$ cat src/ocr_pkg.sv
// constants and carrier types for the otp calibration readout block
// assumes a 50 MHz core clock and a serial master that makes the serial clock
package ocr_pkg;

   // register map of the two-wire serial port
   localparam int          ADDR_W        = 4;
   localparam logic [3:0]  ADDR_FUSE     = 4'h5;
   localparam int          WORD_W        = 188;
   localparam logic [7:0]  WORD_LAST     = 8'hBB;   // index of the final data bit
   localparam logic [2:0]  HDR_LAST      = 3'h4;    // direction bit plus four address bits

   // factory-programmed lock positions
   localparam int          LOCK_POS_A    = 187;
   localparam int          LOCK_POS_B    = 186;
   localparam int          LOCK_POS_C    = 185;

   // field spans of the fuse word
   localparam int          TRIM_MSB      = 182;
   localparam int          GAIN_MSB      = 162;
   localparam int          GAIN2_LSB     = 141;
   localparam int          AUX_MSB       = 118;
   localparam int          AUX_LSB       = 75;

   // buffering of accepted fuse writes
   localparam int          FIFO_DEPTH    = 16;

   // timing of the serial clock during fuse reads
   localparam int          CLK_PERIOD_NS = 20;
   localparam int          LOW_MIN_NS    = 300;
   localparam int          PULSE_MIN_NS  = 2000;
   localparam int          LOW_MIN_CYC   = (LOW_MIN_NS + CLK_PERIOD_NS - 1) / CLK_PERIOD_NS;
   localparam int          PULSE_MIN_CYC = (PULSE_MIN_NS + CLK_PERIOD_NS - 1) / CLK_PERIOD_NS;
   localparam logic [7:0]  LOW_CNT_RST   = 8'h00;

   // one signed analog trim: sign then magnitude
   typedef struct packed {
      logic       sign;
      logic [3:0] mag;
   } ocr_trim_type;

   // fuse word as seen on the port, most significant field first
   typedef struct packed {
      logic [4:0]        lock;      // fuse_lock_field
      ocr_trim_type      trim_cur;  // analog_trim_field, current source
      ocr_trim_type      trim_amp;  // amplifier offset
      ocr_trim_type      trim_ref;  // reference voltage
      ocr_trim_type      trim_tc;   // temperature coefficient
      logic [3:0][10:0]  gain;      // calibration_coeff_field, [3] is the first
      logic [3:0][10:0]  aux;       // auxiliary factors, [3] is the first
      logic [74:0]       rest;      // cells beyond this block
   } ocr_fuse_type;

   // serial port pins as seen by the core
   typedef struct packed {
      logic sclk;
      logic sdat;
   } ocr_pins_type;

   typedef enum logic [2:0] {
      ST_IDLE,
      ST_HDR,
      ST_READ,
      ST_WRITE,
      ST_SKIP
   } ocr_state_type;

endpackage

$ cat src/ocr_otp_readout.sv
// serial slave for reading the one-time-programmable fuse word
// assumes the master makes the serial clock and obeys the low and pulse times
// Functional notes
// fuse word readable in every mode
// 188 bits, cell n at bit 187-n
// bits 187 and 186 read zero
// bit 185 reads one, next two reserved
// bits 182..163 four sign-magnitude trims
// bits 162..119 four 11-bit gain coefficients
// gain coefficients end 141, 130, 119
// bits 118..75 four auxiliary factors
// no start detection while slave drives data
// master low over 300 ns, pulse 2 us
// master low over 1.5 core periods
// first bit after start selects direction
// four address bits then implied data bits
// fuse writes only in programming mode
// read shifts bit 187 first down to 0
// drive data line only during read data
`timescale 1ns/100ps
module ocr_otp_readout (
   input  wire logic                        clk_in,
   input  wire logic                        rst_n_in,
   input  wire logic                        sclk_in,
   input  wire logic                        sdat_in,
   output logic                             sdat_out,
   output logic                             sdat_oe_out,
   input  wire logic [ocr_pkg::WORD_W-1:0]  fuse_cells_in,
   input  wire logic                        fuse_programming_mode_in,
   output ocr_pkg::ocr_fuse_type            fuse_fields_out,
   output logic                             wr_valid_out,
   input  wire logic                        wr_ready_in,
   output logic [ocr_pkg::WORD_W-1:0]       wr_data_out,
   output logic                             wr_reject_out,
   output logic                             low_short_out
);
   // pin synchronisers and edge history
   ocr_pkg::ocr_pins_type meta_r;
   ocr_pkg::ocr_pins_type sync_r;
   ocr_pkg::ocr_pins_type prev_r;
   logic                  sclk_rise;
   logic                  sclk_fall;
   logic                  start_seen;
   logic                  abort_seen;

   // transfer state
   ocr_pkg::ocr_state_type st_r;
   ocr_pkg::ocr_state_type st_nxt;
   logic [2:0]                  hcnt_r;
   logic [2:0]                  hcnt_nxt;
   logic [7:0]                  cnt_r;
   logic [7:0]                  cnt_nxt;
   logic                        dir_rd_r;
   logic                        dir_rd_nxt;
   logic [ocr_pkg::ADDR_W-1:0]  addr_r;
   logic [ocr_pkg::ADDR_W-1:0]  addr_nxt;
   logic [ocr_pkg::WORD_W-1:0]  shift_r;
   logic [ocr_pkg::WORD_W-1:0]  shift_nxt;
   logic                        oe_r;
   logic                        oe_nxt;
   logic                        push;
   logic                        reject_r;
   logic                        reject_nxt;
   logic [7:0]                  low_r;
   logic [7:0]                  low_nxt;
   logic                        short_r;
   logic                        short_nxt;
   logic                        fifo_ready;
   logic [ocr_pkg::WORD_W-1:0]  word_nxt;
   logic [ocr_pkg::WORD_W-1:0]  word_r;

   // two flip-flops on both pins plus an edge-history stage; the first stage is never looked at
   always_ff @(posedge clk_in or negedge rst_n_in) begin
      if (!rst_n_in) begin
         meta_r <= '{sclk: 1'b1, sdat: 1'b1};
         sync_r <= '{sclk: 1'b1, sdat: 1'b1};
         prev_r <= '{sclk: 1'b1, sdat: 1'b1};
      end else begin
         meta_r <= '{sclk: sclk_in, sdat: sdat_in};
         sync_r <= meta_r;
         prev_r <= sync_r;
      end
   end

   // data moves while the clock is low, so a data edge with the clock high is a condition
   assign sclk_rise  = sync_r.sclk && !prev_r.sclk;
   assign sclk_fall  = !sync_r.sclk && prev_r.sclk;
   assign start_seen = sync_r.sclk && prev_r.sclk && prev_r.sdat && !sync_r.sdat;
   assign abort_seen = sync_r.sclk && prev_r.sclk && !prev_r.sdat && sync_r.sdat;

   // fuse cells map onto the word in reverse; the lock positions are fixed by the factory
   genvar n;
   generate
      for (n = 0; n < ocr_pkg::WORD_W; n++) begin : g_map
         if (ocr_pkg::WORD_W - 1 - n == ocr_pkg::LOCK_POS_A ||
             ocr_pkg::WORD_W - 1 - n == ocr_pkg::LOCK_POS_B) begin : g_zero
            assign word_nxt[ocr_pkg::WORD_W-1-n] = 1'b0;
         end else if (ocr_pkg::WORD_W - 1 - n == ocr_pkg::LOCK_POS_C) begin : g_one
            assign word_nxt[ocr_pkg::WORD_W-1-n] = 1'b1;
         end else begin : g_cell
            assign word_nxt[ocr_pkg::WORD_W-1-n] = fuse_cells_in[n];
         end
      end
   endgenerate

   // the word is re-registered every cycle so reads always see the array
   always_ff @(posedge clk_in or negedge rst_n_in) begin
      if (!rst_n_in) begin
         word_r <= '0;
      end else begin
         word_r <= word_nxt;
      end
   end

   // field view of the same word: trims, gain and auxiliary spans
   assign fuse_fields_out = ocr_pkg::ocr_fuse_type'(word_r);

   // transfer sequencer
   always_comb begin
      st_nxt     = st_r;
      hcnt_nxt   = hcnt_r;
      cnt_nxt    = cnt_r;
      dir_rd_nxt = dir_rd_r;
      addr_nxt   = addr_r;
      shift_nxt  = shift_r;
      oe_nxt     = oe_r;
      push       = 1'b0;
      reject_nxt = 1'b0;
      if (st_r != ocr_pkg::ST_READ && start_seen) begin
         // start restarts any transfer that is not a read
         st_nxt   = ocr_pkg::ST_HDR;
         hcnt_nxt = 3'h0;
         oe_nxt   = 1'b0;
      end else if (st_r != ocr_pkg::ST_READ && abort_seen) begin
         st_nxt = ocr_pkg::ST_IDLE;
      end else begin
         unique case (st_r)
            ocr_pkg::ST_IDLE,
            ocr_pkg::ST_SKIP: begin
               oe_nxt = 1'b0;
            end
            ocr_pkg::ST_HDR: begin
               if (sclk_rise) begin
                  hcnt_nxt = hcnt_r + 3'h1;
                  if (hcnt_r == 3'h0) begin
                     dir_rd_nxt = sync_r.sdat;
                  end else begin
                     addr_nxt = {addr_r[ocr_pkg::ADDR_W-2:0], sync_r.sdat};
                  end
                  if (hcnt_r == ocr_pkg::HDR_LAST) begin
                     cnt_nxt = 8'h00;
                     // only the fuse word length is known here; others are left alone
                     if ({addr_r[ocr_pkg::ADDR_W-2:0], sync_r.sdat} != ocr_pkg::ADDR_FUSE) begin
                        st_nxt = ocr_pkg::ST_SKIP;
                     end else if (dir_rd_r) begin
                        st_nxt    = ocr_pkg::ST_READ;
                        shift_nxt = word_r;
                     end else begin
                        st_nxt = ocr_pkg::ST_WRITE;
                     end
                  end
               end
            end
            ocr_pkg::ST_READ: begin
               // conditions are ignored here; the pin echoes our own drive
               if (sclk_fall) begin
                  if (!oe_r) begin
                     oe_nxt = 1'b1;
                  end else if (cnt_r == ocr_pkg::WORD_LAST) begin
                     oe_nxt = 1'b0;
                     st_nxt = ocr_pkg::ST_IDLE;
                  end else begin
                     cnt_nxt   = cnt_r + 8'h01;
                     shift_nxt = {shift_r[ocr_pkg::WORD_W-2:0], 1'b0};
                  end
               end
            end
            ocr_pkg::ST_WRITE: begin
               if (sclk_rise) begin
                  shift_nxt = {shift_r[ocr_pkg::WORD_W-2:0], sync_r.sdat};
                  cnt_nxt   = cnt_r + 8'h01;
                  if (cnt_r == ocr_pkg::WORD_LAST) begin
                     st_nxt = ocr_pkg::ST_IDLE;
                     // a full buffer refuses the write just as a locked mode does
                     if (fuse_programming_mode_in && fifo_ready) begin
                        push = 1'b1;
                     end else begin
                        reject_nxt = 1'b1;
                     end
                  end
               end
            end
         endcase
      end
   end

   always_ff @(posedge clk_in or negedge rst_n_in) begin
      if (!rst_n_in) begin
         st_r     <= ocr_pkg::ST_IDLE;
         hcnt_r   <= 3'h0;
         cnt_r    <= 8'h00;
         dir_rd_r <= 1'b0;
         addr_r   <= 4'h0;
         shift_r  <= '0;
         oe_r     <= 1'b0;
         reject_r <= 1'b0;
      end else begin
         st_r     <= st_nxt;
         hcnt_r   <= hcnt_nxt;
         cnt_r    <= cnt_nxt;
         dir_rd_r <= dir_rd_nxt;
         addr_r   <= addr_nxt;
         shift_r  <= shift_nxt;
         oe_r     <= oe_nxt;
         reject_r <= reject_nxt;
      end
   end

   assign sdat_oe_out   = oe_r;
   assign sdat_out      = shift_r[ocr_pkg::WORD_W-1];
   assign wr_reject_out = reject_r;

   // low-phase watch: a short low during a read risks a wrong bit
   always_comb begin
      low_nxt   = low_r;
      short_nxt = 1'b0;
      if (sync_r.sclk || st_r != ocr_pkg::ST_READ) begin
         low_nxt = ocr_pkg::LOW_CNT_RST;
      end else if (low_r != 8'hFF) begin
         low_nxt = low_r + 8'h01;
      end
      if (sclk_rise && st_r == ocr_pkg::ST_READ && oe_r &&
          low_r < 8'(ocr_pkg::LOW_MIN_CYC)) begin
         short_nxt = 1'b1;
      end
   end

   always_ff @(posedge clk_in or negedge rst_n_in) begin
      if (!rst_n_in) begin
         low_r   <= ocr_pkg::LOW_CNT_RST;
         short_r <= 1'b0;
      end else begin
         low_r   <= low_nxt;
         short_r <= short_nxt;
      end
   end

   assign low_short_out = short_r;

   // accepted fuse writes wait here for the programming logic
   ocr_fifo #(
      .WIDTH (ocr_pkg::WORD_W),
      .DEPTH (ocr_pkg::FIFO_DEPTH)
   ) u_wr_fifo (
      .clk_in        (clk_in),
      .rst_n_in      (rst_n_in),
      .in_valid_in   (push),
      .in_ready_out  (fifo_ready),
      .in_data_in    ({shift_r[ocr_pkg::WORD_W-2:0], sync_r.sdat}),
      .out_valid_out (wr_valid_out),
      .out_ready_in  (wr_ready_in),
      .out_data_out  (wr_data_out)
   );

   // helper count of bits driven during one read
   logic [8:0] drv_r;
   logic [8:0] drv_nxt;
   always_comb begin
      drv_nxt = drv_r;
      if (!oe_r) begin
         drv_nxt = 9'h000;
      end else if (sclk_fall) begin
         drv_nxt = drv_r + 9'h001;
      end
   end

   always_ff @(posedge clk_in or negedge rst_n_in) begin
      if (!rst_n_in) begin
         drv_r <= 9'h000;
      end else begin
         drv_r <= drv_nxt;
      end
   end
endmodule // ocr_otp_readout

$ cat src/ocr_fifo.sv
// parameterised first-in first-out buffer with valid and ready on both sides
// assumes one clock and an asynchronous active-low reset
`timescale 1ns/100ps
module ocr_fifo #(
   parameter int WIDTH = 8,
   parameter int DEPTH = 16
) (
   input  wire logic             clk_in,
   input  wire logic             rst_n_in,
   input  wire logic             in_valid_in,
   output logic                  in_ready_out,
   input  wire logic [WIDTH-1:0] in_data_in,
   output logic                  out_valid_out,
   input  wire logic             out_ready_in,
   output logic [WIDTH-1:0]      out_data_out
);
   localparam int AW = $clog2(DEPTH);

   logic [WIDTH-1:0] mem_r [DEPTH];
   logic [AW:0]      wptr_r;
   logic [AW:0]      wptr_nxt;
   logic [AW:0]      rptr_r;
   logic [AW:0]      rptr_nxt;
   logic             push;
   logic             pop;

   // full when the pointers differ only in the wrap bit
   assign in_ready_out  = !((wptr_r[AW] != rptr_r[AW]) && (wptr_r[AW-1:0] == rptr_r[AW-1:0]));
   assign out_valid_out = (wptr_r != rptr_r);
   assign out_data_out  = mem_r[rptr_r[AW-1:0]];
   assign push          = in_valid_in && in_ready_out;
   assign pop           = out_valid_out && out_ready_in;

   // pointer advance
   always_comb begin
      wptr_nxt = push ? wptr_r + 1'b1 : wptr_r;
      rptr_nxt = pop ? rptr_r + 1'b1 : rptr_r;
   end

   always_ff @(posedge clk_in or negedge rst_n_in) begin
      if (!rst_n_in) begin
         wptr_r <= '0;
         rptr_r <= '0;
      end else begin
         wptr_r <= wptr_nxt;
         rptr_r <= rptr_nxt;
      end
   end

   // storage has no reset; only written entries are ever presented
   always_ff @(posedge clk_in) begin
      if (push) begin
         mem_r[wptr_r[AW-1:0]] <= in_data_in;
      end
   end

endmodule // ocr_fifo

$ cat config.mk
export PLATFORM = sky130hd
export DESIGN_NAME = ocr_otp_readout
export DESIGN_NICKNAME = d
export VERILOG_FILES = /design/src/ocr_pkg.sv /design/src/ocr_otp_readout.sv /design/src/ocr_fifo.sv
export SDC_FILE = /design/constraint.sdc
export NUM_CORES = 2
export LEC_CHECK = 0
export BUFFER_PORTS_ARGS = -buffer_cell sky130_fd_sc_hd__clkbuf_2
export CORE_MARGIN = 2
export CORE_UTILIZATION = 60
export DETAILED_ROUTE_END_ITERATION = 8
export PLACE_DENSITY = 0.78
export SETUP_SLACK_MARGIN = 0.02
export SYNTH_ARGS = -nofsm -noshare
export SYNTH_HDL_FRONTEND = slang
export SYNTH_SLANG_ARGS = --single-unit
$ cat constraint.sdc
create_clock -name clk_in -period 29.8 [get_ports clk_in]
set_input_delay 1.49 -clock clk_in [delete_from_list [all_inputs] [get_ports clk_in]]
set_output_delay 1.49 -clock clk_in [all_outputs]
set_load 0.005 [all_outputs]
Word-level counts from Yosys, hierarchy flattened
Memory sizes are Yosys's and may differ from the RTL's.
Cells that the tools add are included.

storage, ports and cells
  RAM bits = 3,008
  input bits = 194
  memories kept = 1
  flip-flop bits (word level) = 419

cells by class
  multiplexer cells = 54
  add/sub/neg operators = 5
  equality and inequality tests = 27
  order comparisons = 1
  reductions and logical operators = 38
  bitwise operators = 3

memory list
  name             words  width  rd ports  clocked after memory_dff  wr ports  RTL line        source
  u_wr_fifo.mem_r  16     188    1         0                         1         ocr_fifo.sv:19  logic [WIDTH-1:0] mem_r [DEPTH];

operator list
  operator               count
  $mux W188              8
  $pmux W188 S3          1
  $mux W8                8
  $mux W3                13
  $pmux W8 S3            1
  $mux W1                21
  $ne A4 B4 Y1 const B   5
  $ne A2 B2 Y1 const B   9
  $add A8 B1 Y8 const B  2
  $logic_and A1 B1 Y1    16
  $reduce_and A11 Y1     1
  $add A5 B1 Y5 const B  2
  $reduce_and A5 Y1      2
  $pmux W3 S3            1
  $reduce_and A9 Y1      1
  $eq A8 B8 Y1 const B   1
  $lt A8 B4 Y1 const B   1
  $ne A8 B8 Y1 const B   1
  $eq A3 B2 Y1 const B   2
  $eq A3 B3 Y1 const B   2
  $logic_not A3 Y1       2
  $reduce_and A3 Y1      2
  $reduce_and A6 Y1      1
  $reduce_bool A2 Y1     3
  15 further kinds       22

Longest topological paths before layout
  depth in word-level cells = 13
  mapped depth = 9

Modules after synthesis
Synthesis repeated with hierarchy kept, for this count alone.

second synthesis, totals
  cells, all modules = 6,057
  area total of the unflattened synthesis = 127,753.8 µm²

modules (own cells, without submodules)
  module           cells each  seq. area each (µm²)  area an instance (µm²)  instances
  ocr_fifo         4,661       90,576.9              112,811.9               1
  ocr_otp_readout  1,396       10,242.3              14,941.8                1

Worst setup path after synthesis
OpenSTA, ideal clock, no wires.

  path type = input port to flip-flop
  start = input port fuse_programming_mode_in
  end = memory u_wr_fifo.mem_r[0][0] (netlist bit) (enable)
  stages on the path = 5
  data arrival time = 14,786 ps
  path slack = 14,046 ps
  required time = 28,833 ps
  cells stage by stage = inv_1 -> a211oi_2 -> buf_2 -> nand2_1 -> nor3_1

on the way
  word-level cells in the longest chain between the ends = 10

RTL lines
  element                        RTL line                source
  start: declaration             ocr_otp_readout.sv:29   input wire logic fuse_programming_mode_in,
  $logic_and A1 B1 Y1            ocr_otp_readout.sv:185  if (fuse_programming_mode_in && fifo_ready) begin
  $mux W1                        ocr_otp_readout.sv:185
  $mux W1                        ocr_otp_readout.sv:182  if (cnt_r == ocr_pkg::WORD_LAST) begin
  $mux W1                        ocr_otp_readout.sv:179  if (sclk_rise) begin
  $mux W1                        ocr_otp_readout.sv:137  unique case (st_r)
  $mux W1                        ocr_otp_readout.sv:134  end else if (st_r != ocr_pkg::ST_READ && abort_seen) begin
  $mux W1                        ocr_otp_readout.sv:129  if (st_r != ocr_pkg::ST_READ && start_seen) begin
  $logic_and A1 B1 Y1            ocr_fifo.sv:31          assign push = in_valid_in && in_ready_out;
  $mux W1                        ocr_fifo.sv:52          if (push) begin
  $mux W1 (not written as such)  ocr_fifo.sv:53          mem_r[wptr_r[AW-1:0]] <= in_data_in;
  end: declaration               ocr_fifo.sv:19

No other way between the ends.

Worst setup path in the final report
  start = register u_wr_fifo.rptr_r[0]
  end = output port wr_data_out[45] (netlist bit)

on the way
  word-level cells in the longest chain between the ends = 1

RTL lines
  element                   RTL line               source
  start: declaration        ocr_fifo.sv:22         logic [AW:0] rptr_r;
  start signal: assignment  ocr_fifo.sv:46         rptr_r <= rptr_nxt;
  $mem_v2 Z16 W188          --
  end: declaration          ocr_otp_readout.sv:33  output logic [ocr_pkg::WORD_W-1:0] wr_data_out,

No other way between the ends.

==> impl_metrics.json <==
{
  "fin_tns_setup_ns": 0,
  "run_status": "complete, no violations",
  "nets": 6547,
  "setup_ws_ns": 20.76,
  "drive_above_1_share": 0.353,
  "clk_pin_slew_worst_paths_ns": 0.06,
  "post_cts_buffers": 0,
  "synth_top_family_by_area": "multiplexers",
  "hold_path.class": "reg -> reg",
  "area_growth_pct": 13.3,
  "synthAdderAreaFrac": 0.000870,
  "core_area_um2": 214000,
  "antenna_left": 0,
  "clockBufferDepth": 4,
  "vdd_drop_max_uv": 94.9,
  "synth_ff_type": "edfxtp_1",
  "seq_area_frac_synth": 0.779,
  "finalSetupViolations": 0,
  "fp.dieW_um": 468,
  "fin_worst_skew_ns": 0.0776,
  "total_power_mw": 13.6,
  "yosys.area_share.simple": 0.0209,
  "cts_root_buf": "clkbuf_16",
  "arrival_ns": 7.55,
  "crit_type": "reg -> out",
  "dp_hpwl_um": 145000,
  "setup.worst_path.end_class": "output port",
  "synth.top_cells.by_area": "edfxtp_1 70%, mux4_2 16%, dfrtp_1 8.0%",
  "cts_tree": "yes",
  "cts_hold_repair.buffers": 0,
  "synth_mux_area_frac": 0.184,
  "cp.required_ns": 28.31,
  "num_rows": 170,
  "ys_ff_latch": 3427,
  "worst_pin_slew_ns": 1.19,
  "synth_edf_count": 3008,
  "grt-ovfl-total": 0,
  "drtPass1Iterations": 5,
  "startpoint_type": "flop",
  "cts-htree-levels": 5,
  "yosys_warnings": 0,
  "synth_common_cells": "3008 x edfxtp_1, 940 x mux4_2, 576 x nand2_1, 413 x dfrtp_1, 132 x clkbuf_1",
  "grt_pass1_vias": 64314,
  "rsz0062_at_grt": "false",
  "routed_wirelength_um": 305000,
  "hold_viol_final": 0,
  "worstSkewPairLatency_ns": 0.97,
  "vias_per_cell": 6.55,
  "post-route-min-period_ns": 9.04,
  "critPathMaxFanout": 50,
  "die_area_um2": 219000,
  "initial_core_util": 0.604,
  "synthXorXnorAreaFrac": 0.00129,
  "maxCapViolCount": 0,
  "cts.sinks": 3427,
  "slew_viol_final": 0,
  "syn_area_per_cell_um2": 23.1,
  "synth_top_area_share": 0.698,
  "cts_inserted_buffers": 348,
  "pre_cts_ws_ns": 21.41,
  "die-height_um": 468,
  "place.gp.congestion": 0.756,
  "portBuffers": 569,
  "synth-compound-area-share": 0.00264,
  "grt_usage": 0.280,
  "synthArstFlopShare": 0.122,
  "grt_max_degree": 142,
  "synth_cell_type_count": 56,
  "grt_pass1_wl_um": 441000,
  "max-slew-margin-rel": 0.206,
  "drt-initial-drc-count": 8446,
  "post-route-drc-count": 0,
  "antenna_found_initial": 3,
  "io_pins": 575,
  "wire_per_inst_um": 32.3,
  "cts_resized": 0,
  "fmax_mhz": 111,
  "yosys.area.top_type": "edfxtp_1",
  "synth_cells": 5606,
  "cellPowerDensity_nw_per_um2": 92.7,
  "yosysMostFrequentCell": "edfxtp_1",
  "final.fill_count": 12431,
  "mappedNetlistArea_um2": 129000,
  "min_period_over_period": 0.303,
  "cellLeakagePower_nw": 50.6,
  "via_count": 61957
}
==> through the flow <==
stage | util | instances | hold slack (ns) | instance area (um^2)
global placement | 0.632 | 8832 | 0.346 | 136000
finish | 0.684 | 9453 | 0.356 | 147000
global route | 0.684 | 9453 | 0.359 | 147000
CTS | 0.684 | 9452 | 0.357 | 147000
floorplan | - | 5607 | 0.345 | 129000
detailed placement | 0.632 | 8832 | 0.348 | 136000
==> path summary, 6_finish.rpt <==
path	start	to	slack, ns	depth (start not counted)
max in group asynchronous	rst_n_in	fuse_fields_out[89]	25.94	5
worst min-delay path	meta_r[0]	sync_r[0]	0.36	0
worst max register to register	u_wr_fifo.rptr_r[3]	u_wr_fifo.mem_r[15][31]	24.13	7
min in group asynchronous	rst_n_in	cnt_r[7]	0.57	1
worst max-delay path	u_wr_fifo.rptr_r[0]	wr_data_out[45]	20.76	8
worst min register to register	meta_r[0]	sync_r[0]	0.36	0
==> layout by cell type, fill, tap and decap left out, drive strengths merged, types with 3 or more instances in the layout <==
cell      instances
nor3             10
nand2           576
dfrtp           413
bufinv           25
o31ai             7
a21oi            10
clkinv           91
nand4             6
xor2              8
ha                9
nor2             21
nand2b            8
clkbuf         1059
buf             106
and2              3
and3             14
dfstp             6
a31oi             7
inv              17
nor2b             4
conb              3
o21ai            19
xnor2            11
nand3            10
mux4            940
mux2            193
clkinvlp          5
edfxtp         3008
==> final cells by class <==
cell class                 instances  area [um^2]  area share
antenna                            1         2.50   0.0000171
clock buffer                     491         9860      0.0672
clock inverter                   129         1290     0.00879
inverter                           9         41.3    0.000282
multi-input combinational       1884        27200       0.186
sequential                      3427       101000       0.687
tap                             2838         3550      0.0242
timing repair buffer             674         3850      0.0262
==> registers in the layout, summed over array words and instances, names as in the netlist, 2 cells and up <==
signal	cells
low_r	8
meta_r	2
u_wr_fifo.wptr_r	5
sync_r	2
hcnt_r	3
shift_r	188
addr_r	3
cnt_r	8
st_r	3
prev_r	2
u_wr_fifo.mem_r	3008
fuse_fields_out	186
u_wr_fifo.rptr_r	5
==> kinds of logic (layout without fill, tap and decap cells) <==
| kind of cell | Yosys count | count (layout) |
|---|---|---|
| xor gates and xnor gates | 19 | 19 |
| adders and majority gates | 9 | 9 |
| buffers and inverters | 296 | 1303 |
| muxes | 1135 | 1135 |
| DFF | 3427 | 3427 |
| AOI/OAI and AO/OA | 54 | 54 |
| other | 2 | 4 |
| and+or+nand+nor | 664 | 664 |
==> power breakdown <==
group          leakage [nW]  internal, mW  switching (mW)
combinational          12.1          1.64            1.57
sequential             33.0          5.65           0.454
clock                  5.47          2.52            1.76
==> metal layers <==
layer,up-vias,GRT usage,part of all wire
met2,3693,0.466,0.51
met1,32994,0.381,0.36
met5,-,0,0.000072
met3,613,0.0504,0.089
met4,4,0.0948,0.033
li1,24653,-,-
==> worst max-delay path: stages (launching register included) <==
cell and delay [ns]:
dfrtp_4 0.93, buf_4 0.83, buf_4 0.70, buf_4 0.88
buf_4 0.89, buf_4 0.79, mux4_2 0.62, mux4_2 0.56
clkbuf_2 0.16
No activity file was read; power rests on OpenSTA's default activity.
